--- src/hdl/dram_refresh_defines.svh ---
// constants for the dram refresh controller
//
// Notes on behaviour
// [RULE1] keep 8-bit refresh address counter, present it
// [RULE2] own interval timer starts refresh cycles
// [RULE3] control bit 7 enables refresh insertion
// [RULE4] insert refresh at next machine cycle boundary
// [RULE5] address on low lines, strobe driven low
// [RULE6] control bit 6: two or three clocks
// [RULE7] ignore external and programmed wait states
// [RULE8] interval select: 10, 20, 40, 80 states
// [RULE9] reset: interval 00, enable and wait set
// [RULE10] software picks interval meeting memory refresh need
// [RULE11] no refresh in reset, grant, sleep, wait
// [RULE12] bus granted: suppress refresh, timer keeps running
// [RULE13] sleep request held, inserted after sleep exit
// [RULE14] address advances only per performed refresh
// [RULE15] address counter wraps to zero
`ifndef DRAM_REFRESH_DEFINES_SVH
`define DRAM_REFRESH_DEFINES_SVH

// ----------------------------------------
// register map
// ----------------------------------------
`define REFRESH_CTRL_ADDR  8'h36
`define REFRESH_CTRL_RESET 8'hC0
`define CTRL_ENABLE_BIT    7
`define CTRL_WAIT_BIT      6
`define CTRL_SEL_MSB       1
`define CTRL_SEL_LSB       0

// ----------------------------------------
// timing in clock states
// ----------------------------------------
`define INTERVAL_SEL0      7'h0A
`define INTERVAL_SEL1      7'h14
`define INTERVAL_SEL2      7'h28
`define INTERVAL_SEL3      7'h50
`define INTERVAL_CNT_ONE   7'h01
`define ADDR_STEP          8'h01

`endif

--- src/hdl/dram_refresh_pkg.sv ---
// types shared by the dram refresh controller
`default_nettype none

package dram_refresh_pkg;

  // refresh bus cycle states
  typedef enum logic [1:0] {
    IDLE,
    T1,
    T2,
    REFRESH_WAIT_STATE
  } refresh_state_t;

  // software view of the control register
  typedef struct packed {
    logic       refreshEnableBit;
    logic       refreshWaitBit;
    logic [1:0] refreshIntervalSelect;
  } refresh_ctrl_t;

  // cpu sequencer status, same clock domain
  typedef struct packed {
    logic cycleBoundary;
    logic busGranted;
    logic sleepMode;
    logic waitState;
  } cpu_status_t;

endpackage

`default_nettype wire

--- src/hdl/refresh_interval_timer.sv ---
// free running refresh interval timer
`include "dram_refresh_defines.svh"
`default_nettype none

module refresh_interval_timer
#(
  parameter int CNT_W = 7
)
(
  // clock and reset
  input  wire logic             ref_clk,
  input  wire logic             rst_n,
  input  wire logic             ce,
  // interval in clock states
  input  wire logic [CNT_W-1:0] period,
  // one-cycle request pulse
  output logic                  refreshDue
);

  logic [CNT_W-1:0] stateCount;
  logic [CNT_W-1:0] next_stateCount;
  logic             next_refreshDue;

  // wrap at the period; >= covers a shortened period mid-count
  always_comb
  begin
    next_refreshDue = 1'b0;
    next_stateCount = stateCount + `INTERVAL_CNT_ONE;
    if (stateCount >= period - `INTERVAL_CNT_ONE)
    begin
      next_stateCount = '0;
      next_refreshDue = 1'b1; // [RULE2]
    end
  end

  // never stops for bus grant or sleep, only for reset or clock enable low
  always_ff @(posedge ref_clk or negedge rst_n)
  begin
    if (!rst_n)
    begin
      stateCount <= '0;
      refreshDue <= 1'b0;
    end
    else if (ce)
    begin
      stateCount <= next_stateCount; // [RULE12]
      refreshDue <= next_refreshDue;
    end
  end

  // due pulse at the 10-state interval is followed by nine clocks of silence
  a_due_spacing : assert property (@(posedge ref_clk) disable iff (!rst_n || !ce) // [RULE8]
    refreshDue && period == `INTERVAL_SEL0 |=> !refreshDue [*8] ##1 !refreshDue)
    else $error("refresh due pulses closer than interval");

endmodule

`default_nettype wire

--- src/hdl/dram_refresh_controller.sv ---
// dram refresh controller: control register, timer, refresh cycle
`include "dram_refresh_defines.svh"
`default_nettype none

module dram_refresh_controller
#(
  parameter int ADDR_W = 8,
  parameter int CNT_W  = 7
)
(
  // clock, reset, enable
  input  wire logic                       ref_clk,
  input  wire logic                       rst_n,
  input  wire logic                       ce,
  // internal i/o register port
  input  wire logic [7:0]                 ioAddr,
  input  wire logic                       ioWrStb,
  input  wire logic                       ioRdStb,
  input  wire logic [7:0]                 ioWrData,
  output logic [7:0]                      ioRdData,
  // cpu sequencer status
  input  wire dram_refresh_pkg::cpu_status_t cpuStatus,
  // refresh bus cycle
  output logic                            refreshActive,
  output logic [ADDR_W-1:0]               refreshAddr,
  output logic                            refresh_strobe_n
);

  // ----------------------------------------
  // helpers
  // ----------------------------------------

  // interval select to clock states
  function automatic logic [CNT_W-1:0] interval_states(input logic [1:0] sel);
    logic [CNT_W-1:0] r;
    case (sel)
      2'h0:    r = `INTERVAL_SEL0;
      2'h1:    r = `INTERVAL_SEL1;
      2'h2:    r = `INTERVAL_SEL2;
      default: r = `INTERVAL_SEL3;
    endcase
    return r; // [RULE8]
  endfunction

  // ----------------------------------------
  // control register
  // ----------------------------------------
  dram_refresh_pkg::refresh_ctrl_t refreshControl;
  dram_refresh_pkg::refresh_ctrl_t next_refreshControl;
  logic [7:0]                      next_ioRdData;
  logic                            ctrlHit;

  // reset image of the control register, sliced per field below
  localparam logic [7:0] CTRL_RESET = `REFRESH_CTRL_RESET;

  assign ctrlHit = (ioAddr == `REFRESH_CTRL_ADDR);

  // write decode and read mux; unused bits read zero
  always_comb
  begin
    next_refreshControl = refreshControl;
    next_ioRdData       = ioRdData;
    if (ioWrStb && ctrlHit)
    begin
      next_refreshControl.refreshEnableBit      = ioWrData[`CTRL_ENABLE_BIT];
      next_refreshControl.refreshWaitBit        = ioWrData[`CTRL_WAIT_BIT];
      next_refreshControl.refreshIntervalSelect = ioWrData[`CTRL_SEL_MSB:`CTRL_SEL_LSB];
    end
    if (ioRdStb)
    begin
      next_ioRdData = '0;
      if (ctrlHit)
      begin
        next_ioRdData[`CTRL_ENABLE_BIT]              = refreshControl.refreshEnableBit;
        next_ioRdData[`CTRL_WAIT_BIT]                = refreshControl.refreshWaitBit;
        next_ioRdData[`CTRL_SEL_MSB:`CTRL_SEL_LSB]   = refreshControl.refreshIntervalSelect;
      end
    end
  end

  // reset value: enabled, long cycle, shortest interval
  always_ff @(posedge ref_clk or negedge rst_n)
  begin
    if (!rst_n)
    begin
      refreshControl.refreshEnableBit      <= CTRL_RESET[`CTRL_ENABLE_BIT]; // [RULE9]
      refreshControl.refreshWaitBit        <= CTRL_RESET[`CTRL_WAIT_BIT]; // [RULE9]
      refreshControl.refreshIntervalSelect <= CTRL_RESET[`CTRL_SEL_MSB:`CTRL_SEL_LSB]; // [RULE9]
      ioRdData                             <= '0;
    end
    else if (ce)
    begin
      refreshControl <= next_refreshControl;
      ioRdData       <= next_ioRdData;
    end
  end

  // ----------------------------------------
  // interval timer
  // ----------------------------------------
  logic refreshDue;

  refresh_interval_timer #(
    .CNT_W      (CNT_W)
  ) u_timer (
    .ref_clk    (ref_clk),
    .rst_n      (rst_n),
    .ce         (ce),
    .period     (interval_states(refreshControl.refreshIntervalSelect)),
    .refreshDue (refreshDue)
  );

  // ----------------------------------------
  // request latch and refresh cycle sequencer
  // ----------------------------------------
  dram_refresh_pkg::refresh_state_t state;
  dram_refresh_pkg::refresh_state_t next_state;
  logic                             pending;
  logic                             next_pending;
  logic                             longCycle;
  logic                             next_longCycle;
  logic [ADDR_W-1:0]                next_refreshAddr;
  logic                             next_strobeN;
  logic                             startRefresh;

  // a cycle may only start at a boundary with the bus ours and idle
  assign startRefresh = pending && refreshControl.refreshEnableBit // [RULE3]
                        && cpuStatus.cycleBoundary // [RULE4]
                        && !cpuStatus.busGranted && !cpuStatus.sleepMode
                        && !cpuStatus.waitState // [RULE11]
                        && (state == dram_refresh_pkg::IDLE);

  // latch: a new request replaces the old; it wins over the start clear
  always_comb
  begin
    next_pending = pending;
    if (startRefresh)
      next_pending = 1'b0;
    if (cpuStatus.busGranted || !refreshControl.refreshEnableBit)
      next_pending = 1'b0; // [RULE12]
    if (refreshDue && !cpuStatus.busGranted)
      next_pending = 1'b1; // [RULE13]
  end

  // states T1, T2 and the optional refresh wait state
  always_comb
  begin
    next_state       = state;
    next_longCycle   = longCycle;
    next_refreshAddr = refreshAddr;
    case (state)
      dram_refresh_pkg::IDLE:
      begin
        if (startRefresh)
        begin
          next_state     = dram_refresh_pkg::T1;
          next_longCycle = refreshControl.refreshWaitBit; // [RULE6]
        end
      end
      dram_refresh_pkg::T1:
        next_state = dram_refresh_pkg::T2;
      dram_refresh_pkg::T2:
      begin
        // no wait input is looked at here
        if (longCycle)
          next_state = dram_refresh_pkg::REFRESH_WAIT_STATE; // [RULE7]
        else
        begin
          next_state       = dram_refresh_pkg::IDLE;
          next_refreshAddr = refreshAddr + `ADDR_STEP; // [RULE14]
        end
      end
      dram_refresh_pkg::REFRESH_WAIT_STATE:
      begin
        next_state       = dram_refresh_pkg::IDLE;
        next_refreshAddr = refreshAddr + `ADDR_STEP; // [RULE15]
      end
      default:
        next_state = dram_refresh_pkg::IDLE;
    endcase
    next_strobeN = (next_state == dram_refresh_pkg::IDLE); // [RULE5]
  end

  // registers; address holds for the whole cycle, steps after it
  always_ff @(posedge ref_clk or negedge rst_n)
  begin
    if (!rst_n)
    begin
      state            <= dram_refresh_pkg::IDLE;
      pending          <= 1'b0;
      longCycle        <= 1'b0;
      refreshAddr      <= '0;
      refresh_strobe_n <= 1'b1;
    end
    else if (ce)
    begin
      state            <= next_state;
      pending          <= next_pending;
      longCycle        <= next_longCycle;
      refreshAddr      <= next_refreshAddr; // [RULE1]
      refresh_strobe_n <= next_strobeN;
    end
  end

  // stalls the cpu sequencer while the refresh owns the bus
  assign refreshActive = (state != dram_refresh_pkg::IDLE); // [RULE5]

  // ----------------------------------------
  // checks
  // ----------------------------------------
  a_short_cycle : assert property (@(posedge ref_clk) disable iff (!rst_n || !ce) // [RULE6]
    $fell(refresh_strobe_n) && !longCycle |-> !refresh_strobe_n [*2] ##1 refresh_strobe_n)
    else $error("short refresh cycle not two clocks");

  a_long_cycle : assert property (@(posedge ref_clk) disable iff (!rst_n || !ce) // [RULE6]
    $fell(refresh_strobe_n) && longCycle |-> !refresh_strobe_n [*3] ##1 refresh_strobe_n)
    else $error("long refresh cycle not three clocks");

  a_addr_step : assert property (@(posedge ref_clk) disable iff (!rst_n || !ce) // [RULE14]
    $rose(refresh_strobe_n) |-> refreshAddr == $past(refreshAddr) + `ADDR_STEP)
    else $error("refresh address did not step by one");

  a_addr_hold : assert property (@(posedge ref_clk) disable iff (!rst_n || !ce) // [RULE1]
    !refresh_strobe_n && !$rose(refresh_strobe_n) |=> $stable(refreshAddr) || refresh_strobe_n)
    else $error("refresh address moved inside a cycle");

  a_no_start_blocked : assert property (@(posedge ref_clk) disable iff (!rst_n || !ce) // [RULE11]
    state == dram_refresh_pkg::IDLE && (cpuStatus.busGranted || cpuStatus.sleepMode
      || cpuStatus.waitState || !cpuStatus.cycleBoundary) |=> refresh_strobe_n)
    else $error("refresh started while blocked");

  a_no_start_off : assert property (@(posedge ref_clk) disable iff (!rst_n || !ce) // [RULE3]
    state == dram_refresh_pkg::IDLE && !refreshControl.refreshEnableBit |=> refresh_strobe_n)
    else $error("refresh started while disabled");

  a_start_due : assert property (@(posedge ref_clk) disable iff (!rst_n || !ce) // [RULE4]
    state == dram_refresh_pkg::IDLE && pending && refreshControl.refreshEnableBit
      && cpuStatus.cycleBoundary && !cpuStatus.busGranted && !cpuStatus.sleepMode
      && !cpuStatus.waitState |=> !refresh_strobe_n && refreshActive)
    else $error("due refresh not inserted at boundary");

  a_grant_drops : assert property (@(posedge ref_clk) disable iff (!rst_n || !ce) // [RULE12]
    cpuStatus.busGranted |=> !pending)
    else $error("request kept across bus grant");

endmodule

`default_nettype wire

--- config.mk ---
export PLATFORM = sky130hd
export DESIGN_NAME = dram_refresh_controller
export DESIGN_NICKNAME = d
export VERILOG_FILES = /design/src/hdl/dram_refresh_pkg.sv /design/src/hdl/refresh_interval_timer.sv /design/src/hdl/dram_refresh_controller.sv
export VERILOG_INCLUDE_DIRS = /design/src /design/src/hdl
export SDC_FILE = /design/constraint.sdc
export NUM_CORES = 1
export LEC_CHECK = 0
export ABC_AREA = 0
export BUFFER_PORTS_ARGS = -buffer_cell sky130_fd_sc_hd__buf_2
export CORE_MARGIN = 5
export CORE_UTILIZATION = 38
export DETAILED_ROUTE_END_ITERATION = 8
export PLACE_DENSITY_LB_ADDON = 0.3
export RECOVER_POWER = 25
export SLEW_MARGIN = 30
export SYNTH_ARGS = -nofsm -noshare
export SYNTH_HDL_FRONTEND = slang
export SYNTH_SLANG_ARGS = --single-unit
--- constraint.sdc ---
create_clock -name ref_clk -period 2.8 [get_ports ref_clk]
set_input_delay 0.7 -clock ref_clk [delete_from_list [all_inputs] [get_ports ref_clk]]
set_output_delay 0.7 -clock ref_clk [all_outputs]
set_load 0.05 [all_outputs]
==> results of run 1 <==
-- layout make-up --
cell class / count / area, µm²
clock buffer: 6 / 72.6
clock inverter: 2 / 10.0
fill: 385 / 2160
inverter: 8 / 30.0
multi-input combinational: 105 / 771
sequential: 29 / 729
tap: 50 / 62.6
timing repair buffer: 34 / 169
-- report_power, final --
part	switching [W]	internal (W)	total, W
clock	0.000160	0.000172	0.000332
sequential	0.0000852	0.000494	0.000579
combinational	0.000277	0.000159	0.000436
total	0.000522	0.000825	0.00135
-- per-stage QoR --
step | hold slack, ns | setup slack, ns
6_report | 0.463 | 0.529
4_1_cts | 0.454 | 0.516
2_1_floorplan | 0.404 | 0.685
3_5_place_dp | 0.453 | 0.527
5_1_grt | 0.485 | 0.408
3_3_place_gp | 0.453 | 0.544
-- how the worst max path moves through the flow --
stage / startpoint / to / slack (ns) / cells past startpoint
after global routing: refreshControl[0]$_DFFE_PN0P_ / u_timer.refreshDue$_DFFE_PN0P_ / 0.41 / 8
after CTS: refreshControl[0]$_DFFE_PN0P_ / u_timer.refreshDue$_DFFE_PN0P_ / 0.52 / 8
after global placement: refreshControl[0]$_DFFE_PN0P_ / u_timer.refreshDue$_DFFE_PN0P_ / 0.54 / 8
after floorplan: refreshControl[0]$_DFFE_PN0P_ / u_timer.refreshDue$_DFFE_PN0P_ / 0.68 / 9
after detailed placement: refreshControl[0]$_DFFE_PN0P_ / u_timer.refreshDue$_DFFE_PN0P_ / 0.53 / 8
final: refreshControl[0]$_DFFE_PN0P_ / u_timer.refreshDue$_DFFE_PN0P_ / 0.53 / 8
-- cells in the mapped netlist (all sizes together) (2+ instances only) --
master   count  area (µm²)
dfrtp       26         651
nand2       15        56.3
ha          13         163
inv          8        30.0
nor2         8        30.0
buf          7        50.0
xnor2        7        61.3
a21oi        6        30.0
mux2         6        71.3
nand4        6        37.5
o21ai        5        25.0
xor2         5        43.8
a22o         4        35.0
nand2b       4        25.0
dfstp        3        78.8
nand3        3        15.0
o2bb2ai      3        26.3
and3         2        12.5
nand3b       2        15.0
nor3         2        10.0
-- worst max-delay path, stage by stage, from the launching register on --
cell     delay, ns
dfrtp_1       0.44
inv_1         0.09
ha_1          0.23
xor2_1        0.15
ha_1          0.29
a21oi_1       0.13
a21oi_1       0.09
or3_1         0.44
mux2_4        0.30
-- cell usage in the layout, fill, tap and decap left out, types with 5 or more instances in the layout --
cell type / Yosys / layout
a21oi_1: 6 / 6
buf_2: 1 / 33
clkbuf_8: 0 / 5
dfrtp_1: 26 / 26
ha_1: 13 / 13
inv_1: 8 / 8
nand2_1: 15 / 15
nand4_1: 6 / 6
nor2_1: 8 / 8
o21ai_0: 5 / 5
xnor2_1: 7 / 7
xor2_1: 5 / 5
-- flip-flops by register name (all words and copies together) (netlist names) --
signal              count
state                   2
pending                 1
longCycle               1
u_timer.stateCount      7
ioRdData                4
refreshControl          4
refresh_strobe_n        1
refreshAddr             8
u_timer.refreshDue      1
-- kinds of logic after synthesis --
group / after synthesis
xor gates and xnor gates: 12
and+or+nand+nor: 48
DFF: 29
other: 1
muxes: 6
AOI/OAI and AO/OA: 22
buffers and inverters: 15
adders and majority gates: 13
-- per-layer routing --
layer	part of all wire (%)	track usage [%]
met3	7.8	4.59
met1	41	14.2
met2	49	22.3
met4	1.6	5.53
met5	0	0
==> flow_summary.toml, run 1 <==
[synthesis]
synth_compound_gate_area_share_pct = 9.81
synth_top_family_by_area = "simple AND/OR/NAND/NOR gates"
synth.distinct_cells = 36
synthMuxAreaShare_pct = 4.55
synth-simple-area-share_pct = 16.7
synth_xor_area_share_pct = 6.70
syn_area_um2 = 1570
netlist_instances = 146
ys_ff_latch = 29
ys_seq_area_share_pct = 46.5
async_reset_ff_share_pct = 100
synthFlopType = "dfrtp_1"
synth.avg_cell_area_um2 = 10.7
yosys_warnings = 0
synth_edf_count = 0
synthAdderAreaFrac_pct = 10.4

[timing]
fin_crit_ns = 2.27
setup_viol = 0
finalCritPeriodShare_pct = 81.1
fmax_mhz = 440
hold_viol_final = 0
worstMarginPinSlew_ns = 1.51
setup_tns_ns = 0
slew_headroom_pct = -0.506
fin_skew_ns = 0.00777
grt_setup_unrepaired = "no"
final_max_slew_viol_count = 30

[global_route]
overflow = 0
grt_pass1_wl_mm = 5.44
grt_max_degree = 30
first_global_vias = 1282
antenna_found_initial = 0
track_usage_pct = 12.9

[place]
globalplace.congestion = 0.867
dp.final_hpwl_mm = 2.33
portBuffers = 34
dpl_cell_area_um2 = 1760
dpl.cell_count = 226

[hold_path]
hp-start = "refreshAddr[7]$_DFFE_PN0P_"
holdPathEnd = "refreshAddr[7]$_DFFE_PN0P_"
min_path_type = "flip-flop to flip-flop"
whs_path_depth = 1

[cts]
htree_levels = 2
cts_made_buffers = 5
cts-root-buf = "clkbuf_8"
cts_hold_buf = 0
cts.sink_count = 29
cts_setup_buffers = 0
clk_pin_slew_ns = 0.07
cts_tree = "yes"
postCtsResizedCells = 0
insertion_delay_ns = 0.28
cts_buffer_depth = 2

[drt]
avgViaCountPerCell = 5.04
routed-via-count = 1179
postRouteAntennaNets = 0
detail_route.wl_per_cell_um = 13.0
route.detailed.drc = 0
first_iter_violations = 23
dr.pass1.iters = 4
drt-total-wl_mm = 3.04

[final_layout]
finish.instance_area_um2 = 1840
area_growth_pct = 17.5
nets = 221
antennaDiodeCount = 0
utilization_pct = 46.1
drive_above_1_share_pct = 27.7
final_cells = 234

[power_and_ir_drop]
leakage_nw = 0.901
power_w = 0.00135
irDropWorstVdd_v = 0.000239
power.density_nw_per_um2 = 730

[floorplan]
dieArea_um2 = 5510
rows = 23
die_w_um = 74.3
core_area_um2 = 4000
boundaryPins = 43
start_util_pct = 39.2
fp.dieH_um = 74.3

[setup_path]
worstPathMaxFanout = 8
ff2ff_setup_slack_ns = 0.53
endpoint_kind = "flip-flop"
path_class = "flip-flop to flip-flop"
worstReg2RegEnd = "u_timer.refreshDue$_DFFE_PN0P_"
crit_arrival_ns = 2.44
reg2reg_depth = 8
r2r_start = "refreshControl[0]$_DFFE_PN0P_"
worst_ep_required_time_ns = 2.97
start_kind = "flip-flop"

[flow_run]
drv_cap = 1

[status]
violations = "max-capacitance violations, max-slew violations"
status = "finished with violations"
(Power assumes the default switching activity.)
==> inputs of run 2 (changes only) <==
==> constraint.sdc (replaced) <==
create_clock -name ref_clk -period 2.4 [get_ports ref_clk]
set_input_delay 0.6 -clock ref_clk [delete_from_list [all_inputs] [get_ports ref_clk]]
set_output_delay 0.6 -clock ref_clk [all_outputs]
set_load 0.05 [all_outputs]
==> run 2 against run 1 <==
The run still ends with max-capacitance violations, max-slew violations left. Clock-buffer cell count rose by 2. Clock power rose by 26%. Core utilization rose by 0.59 points. Die area did not move. Worst setup slack got worse by 0.30 ns. First-iteration DRC count rose by 48%. Critical path depth rose by 1. Critical path type unchanged.
==> flow_summary.toml, run 2 (synthesis gave the netlist of run 1 again) <==
[status]
status = "finished with violations"
violations = "max-capacitance violations, max-slew violations"

[timing]
final_max_slew_viol_count = 30
fin_skew_ns = 0.00485
worstMarginPinSlew_ns = 1.55
hold_slack_ns = 0.466
finalCritPeriodShare_pct = 90.7
setup_viol = 0
fin_crit_ns = 2.18
slew_headroom_pct = -3.12
setup_tns_ns = 0
hold_viol_final = 0
fmax_mhz = 460
grt_setup_unrepaired = "no"

[setup_path]
ff2ff_setup_slack_ns = 0.22
worstPathMaxFanout = 5
crit_arrival_ns = 2.38
endpoint_kind = "flip-flop"
path_class = "flip-flop to flip-flop"
reg2reg_depth = 9
path_buf_inv = 2
worstReg2RegEnd = "u_timer.stateCount[5]$_DFFE_PN0P_"
start_kind = "flip-flop"
r2r_start = "refreshControl[1]$_DFFE_PN0P_"
slowest_stage = "dfrtp_1"
crit_chain = "inv_1 -> ha_1 -> xor2_1 -> ha_1 -> a21oi_1 -> a21oi_1 -> or3_1 -> buf_4 -> a21oi_1"
cpMostUsedCell = "a21oi_1"
crit_family = "adder cells"
worst_ep_required_time_ns = 2.60
slowest_delay_ns = 0.41

[cts]
insertion_delay_ns = 0.28
cts-root-buf = "clkbuf_8"
cts_buffer_depth = 2
cts.sink_count = 29
cts_tree = "yes"
clk_pin_slew_ns = 0.06
htree_levels = 2
cts_hold_buf = 0
cts_made_buffers = 5
cts_setup_buffers = 0

[final_layout]
area_growth_pct = 19.1
layout_commonest_cell = "buf_2"
largest_register_ffs = 8
utilization_pct = 46.7
largestRegisters = "refreshAddr x8, u_timer.stateCount x7"
layout_common_cells = "buf_2, dfrtp_1, nand2_1"
nets = 223
drive_above_1_share_pct = 28.5
final_cells = 236
fillerInstances = 393
antennaDiodeCount = 0
largest_register = "refreshAddr"

[hold_path]
min_path_type = "flip-flop to flip-flop"
holdPathEnd = "refreshAddr[7]$_DFFE_PN0P_"
hp-start = "refreshAddr[7]$_DFFE_PN0P_"
whs_path_depth = 1

[place]
globalplace.congestion = 0.774
dp.final_hpwl_mm = 2.39
dpl.cell_count = 228
portBuffers = 34

[drt]
drt-total-wl_mm = 3.11
detail_route.wl_per_cell_um = 13.2
routed-via-count = 1185
route.detailed.drc = 0
postRouteAntennaNets = 0
dr.pass1.iters = 4
avgViaCountPerCell = 5.02
first_iter_violations = 34

[power_and_ir_drop]
power.density_nw_per_um2 = 870
leakage_nw = 0.910
power_w = 0.00162
irDropWorstVdd_v = 0.000384

[global_route]
track_usage_pct = 13.0
overflow = 0
grt_pass1_wl_mm = 5.41
first_global_vias = 1243
grt_max_degree = 30
antenna_found_initial = 0

[floorplan]
dieArea_um2 = 5510
core_area_um2 = 4000
start_util_pct = 39.2
fp.dieH_um = 74.3
die_w_um = 74.3
boundaryPins = 43
rows = 23

[flow_run]
drv_cap = 1
run 2: cell count changes in the layout (fill, tap and decap cells not counted), sizes merged:
cell,change
clkbuf,+2
clkinv,-2
buf,+2
run 2: worst max path at each step:
stage | endpoint | slack (ns) | cells after the start | start
floorplan | u_timer.refreshDue$_DFFE_PN0P_ | 0.28 | 9 | refreshControl[0]$_DFFE_PN0P_
global placement | u_timer.refreshDue$_DFFE_PN0P_ | 0.23 | 8 | refreshControl[0]$_DFFE_PN0P_
detailed placement | u_timer.refreshDue$_DFFE_PN0P_ | 0.17 | 8 | refreshControl[0]$_DFFE_PN0P_
CTS | u_timer.stateCount[5]$_DFFE_PN0P_ | 0.15 | 9 | refreshControl[0]$_DFFE_PN0P_
global route | u_timer.stateCount[5]$_DFFE_PN0P_ | 0.03 | 9 | refreshControl[1]$_DFFE_PN0P_
finish | u_timer.stateCount[5]$_DFFE_PN0P_ | 0.22 | 9 | refreshControl[1]$_DFFE_PN0P_
run 2: through the flow:
stage               setup slack, ns  instance area [µm²]
floorplan                     0.285                 1580
global placement              0.230                 1780
detailed placement            0.168                 1780
CTS                           0.150                 1870
global route                 0.0263                 1870
finish                        0.224                 1870
run 2: final cells by class:
| cell class | count | area (µm²) | area share (%) |
|---|---|---|---|
| Multi-Input combinational cell | 105 | 771 | 41.3 |
| Sequential cell | 29 | 731 | 39.1 |
| Tap cell | 50 | 62.6 | 3.35 |
| Inverter | 8 | 30.0 | 1.61 |
| Clock buffer | 8 | 90.1 | 4.82 |
| Timing Repair Buffer | 36 | 184 | 9.85 |
run 2: routing by layer:
layer | global-route usage [%] | vias to the layer above | part of all wire [%]
li1 | - | 580 | -
met1 | 14.2 | 560 | 41
met2 | 23.2 | 39 | 50
met3 | 5.00 | 6 | 7.8
met4 | 4.35 | 0 | 1.4
met5 | 0 | - | 0
run 2: power breakdown:
part | total [W] | switching [W] | leakage (nW) | internal [W]
registers | 0.000676 | 0.0000996 | 0.372 | 0.000576
clock network | 0.000419 | 0.000186 | 0.0455 | 0.000234
logic | 0.000529 | 0.000325 | 0.492 | 0.000204
total | 0.00162 | 0.000611 | 0.910 | 0.00101
run 2: repair_timing:
action / 4_1_cts / 5_1_grt
setup endpoints to repair: 0 / 2
hold endpoints to repair: 0 / 0
resized for setup: 0 / 1
==> inputs of run 3 (changes only) <==
--- a/config.mk
+++ b/config.mk
@@ -9,7 +9,7 @@
 export ABC_AREA = 0
 export BUFFER_PORTS_ARGS = -buffer_cell sky130_fd_sc_hd__buf_2
 export CORE_MARGIN = 5
-export CORE_UTILIZATION = 38
+export CORE_UTILIZATION = 34
 export DETAILED_ROUTE_END_ITERATION = 8
 export PLACE_DENSITY_LB_ADDON = 0.3
 export RECOVER_POWER = 25
==> run 3 against run 2 <==
Die area increased by 10%. Clock power decreased by 11%. Register-to-register slack about the same. Critical path depth unchanged. Cell count increased by 1.3%. The flow still finishes with violations (max-capacitance violations, max-slew violations). Via count decreased by 4.3%. Clock-buffer cell count unchanged. Flip-flop and latch count unchanged.
==> flow_summary.toml, run 3 (synthesis gave the netlist of run 1 again) <==
[final_layout]
largest_register_ffs = 8
fillerInstances = 430
antennaDiodeCount = 0
largest_register = "refreshAddr"
drive_above_1_share_pct = 27.8
nets = 224
largestRegisters = "refreshAddr x8, u_timer.stateCount x7"
utilization_pct = 42.3
final_cells = 239
area_growth_pct = 19.0
layout_common_cells = "buf_2, dfrtp_1, nand2_1"
layout_commonest_cell = "buf_2"

[timing]
slew_headroom_pct = -1.75
hold_viol_final = 0
fin_crit_ns = 2.18
setup_tns_ns = 0
setup_viol = 0
fin_skew_ns = 0.00458
grt_setup_unrepaired = "no"
final_max_slew_viol_count = 30
finalCritPeriodShare_pct = 90.7
worstMarginPinSlew_ns = 1.53
fmax_mhz = 460

[cts]
cts_tree = "yes"
cts_hold_buf = 0
postCtsResizedCells = 0
cts_setup_buffers = 0
insertion_delay_ns = 0.27
cts_made_buffers = 5
cts-root-buf = "clkbuf_8"
cts.sink_count = 29
cts_buffer_depth = 2
clk_pin_slew_ns = 0.06
htree_levels = 2

[drt]
avgViaCountPerCell = 4.74
first_iter_violations = 29
drt-total-wl_mm = 2.85
detail_route.wl_per_cell_um = 11.9
dr.pass1.iters = 4
route.detailed.drc = 0
postRouteAntennaNets = 0
routed-via-count = 1134

[place]
globalplace.congestion = 0.773
dpl.cell_count = 231
dp.final_hpwl_mm = 2.18
portBuffers = 34

[floorplan]
fp.dieH_um = 77.9
die_w_um = 77.9
boundaryPins = 43
dieArea_um2 = 6070
start_util_pct = 35.5
core_area_um2 = 4410
rows = 24

[global_route]
grt_max_degree = 30
track_usage_pct = 10.1
antenna_found_initial = 0
grt_pass1_wl_mm = 5.06
overflow = 0
first_global_vias = 1162

[power_and_ir_drop]
irDropWorstVdd_v = 0.000334
power.density_nw_per_um2 = 854
leakage_nw = 0.911

[setup_path]
crit_chain = "inv_1 -> ha_1 -> xor2_1 -> ha_1 -> a21oi_1 -> a21oi_1 -> or3_1 -> buf_4 -> o21ai_0"
path_buf_inv = 2
endpoint_kind = "flip-flop"
path_class = "flip-flop to flip-flop"
crit_arrival_ns = 2.37
slowest_delay_ns = 0.44
start_kind = "flip-flop"
crit_family = "adder cells"
worst_ep_required_time_ns = 2.59
worstPathMaxFanout = 6
slowest_stage = "dfrtp_1"

[flow_run]
drv_cap = 1

[status]
status = "finished with violations"
violations = "max-capacitance violations, max-slew violations"

[hold_path]
min_path_type = "flip-flop to flip-flop"
-- run 3: changes by cell type in the layout (fill, tap and decap cells not counted), sizes merged --
cell and delta:
buf +1
-- run 3: worst paths after layout --
kind                                               startpoint                                end  slack, ns  cells after the start
worst min-delay path               refreshAddr[7]$_DFFE_PN0P_         refreshAddr[7]$_DFFE_PN0P_       0.46                      1
min in group asynchronous                               rst_n         refreshAddr[2]$_DFFE_PN0P_       0.69                      1
worst min register to register     refreshAddr[7]$_DFFE_PN0P_         refreshAddr[7]$_DFFE_PN0P_       0.46                      1
worst max register to register  refreshControl[0]$_DFFE_PN0P_  u_timer.stateCount[0]$_DFFE_PN0P_       0.22                      9
max in group asynchronous                               rst_n      refreshControl[0]$_DFFE_PN0P_       0.81                      1
worst max-delay path            refreshControl[0]$_DFFE_PN0P_  u_timer.stateCount[0]$_DFFE_PN0P_       0.22                      9
-- run 3: cell type report --
cell class	count	area, µm²	area share [%]
sequential	29	729	39.1
multi-input combinational	105	771	41.3
tap	52	65.1	3.49
clock buffer	8	80.1	4.29
timing repair buffer	37	191	10.3
inverter	8	30.0	1.61
-- run 3: per-layer routing --
layer	track usage [%]	wire length [µm]	vias to the layer above	share of wire [%]
met5	0	0	-	0
met4	4.56	31	0	1.1
met3	3.59	222	4	7.8
met2	14.7	1230	36	43
met1	13.5	1370	510	48
li1	-	-	584	-
-- run 3: power by group --
part | switching, W | internal [W] | leakage [nW] | total, W
Sequential | 0.000100 | 0.000577 | 0.374 | 0.000677
Clock | 0.000167 | 0.000205 | 0.0395 | 0.000372
Combinational | 0.000327 | 0.000218 | 0.497 | 0.000545
Total | 0.000594 | 0.00100 | 0.911 | 0.00159
-- run 3: per-stage QoR --
step / total power, W / setup slack, ns / area (µm²) / hold WS, ns
floorplan: 0.00109 / 0.285 / 1580 / 0.304
global placement: 0.00123 / 0.237 / 1790 / 0.454
detailed placement: 0.00123 / 0.212 / 1790 / 0.462
CTS: 0.00162 / 0.199 / 1870 / 0.368
global route: 0.00171 / 0.0503 / 1870 / 0.489
finish: 0.00159 / 0.224 / 1870 / 0.461
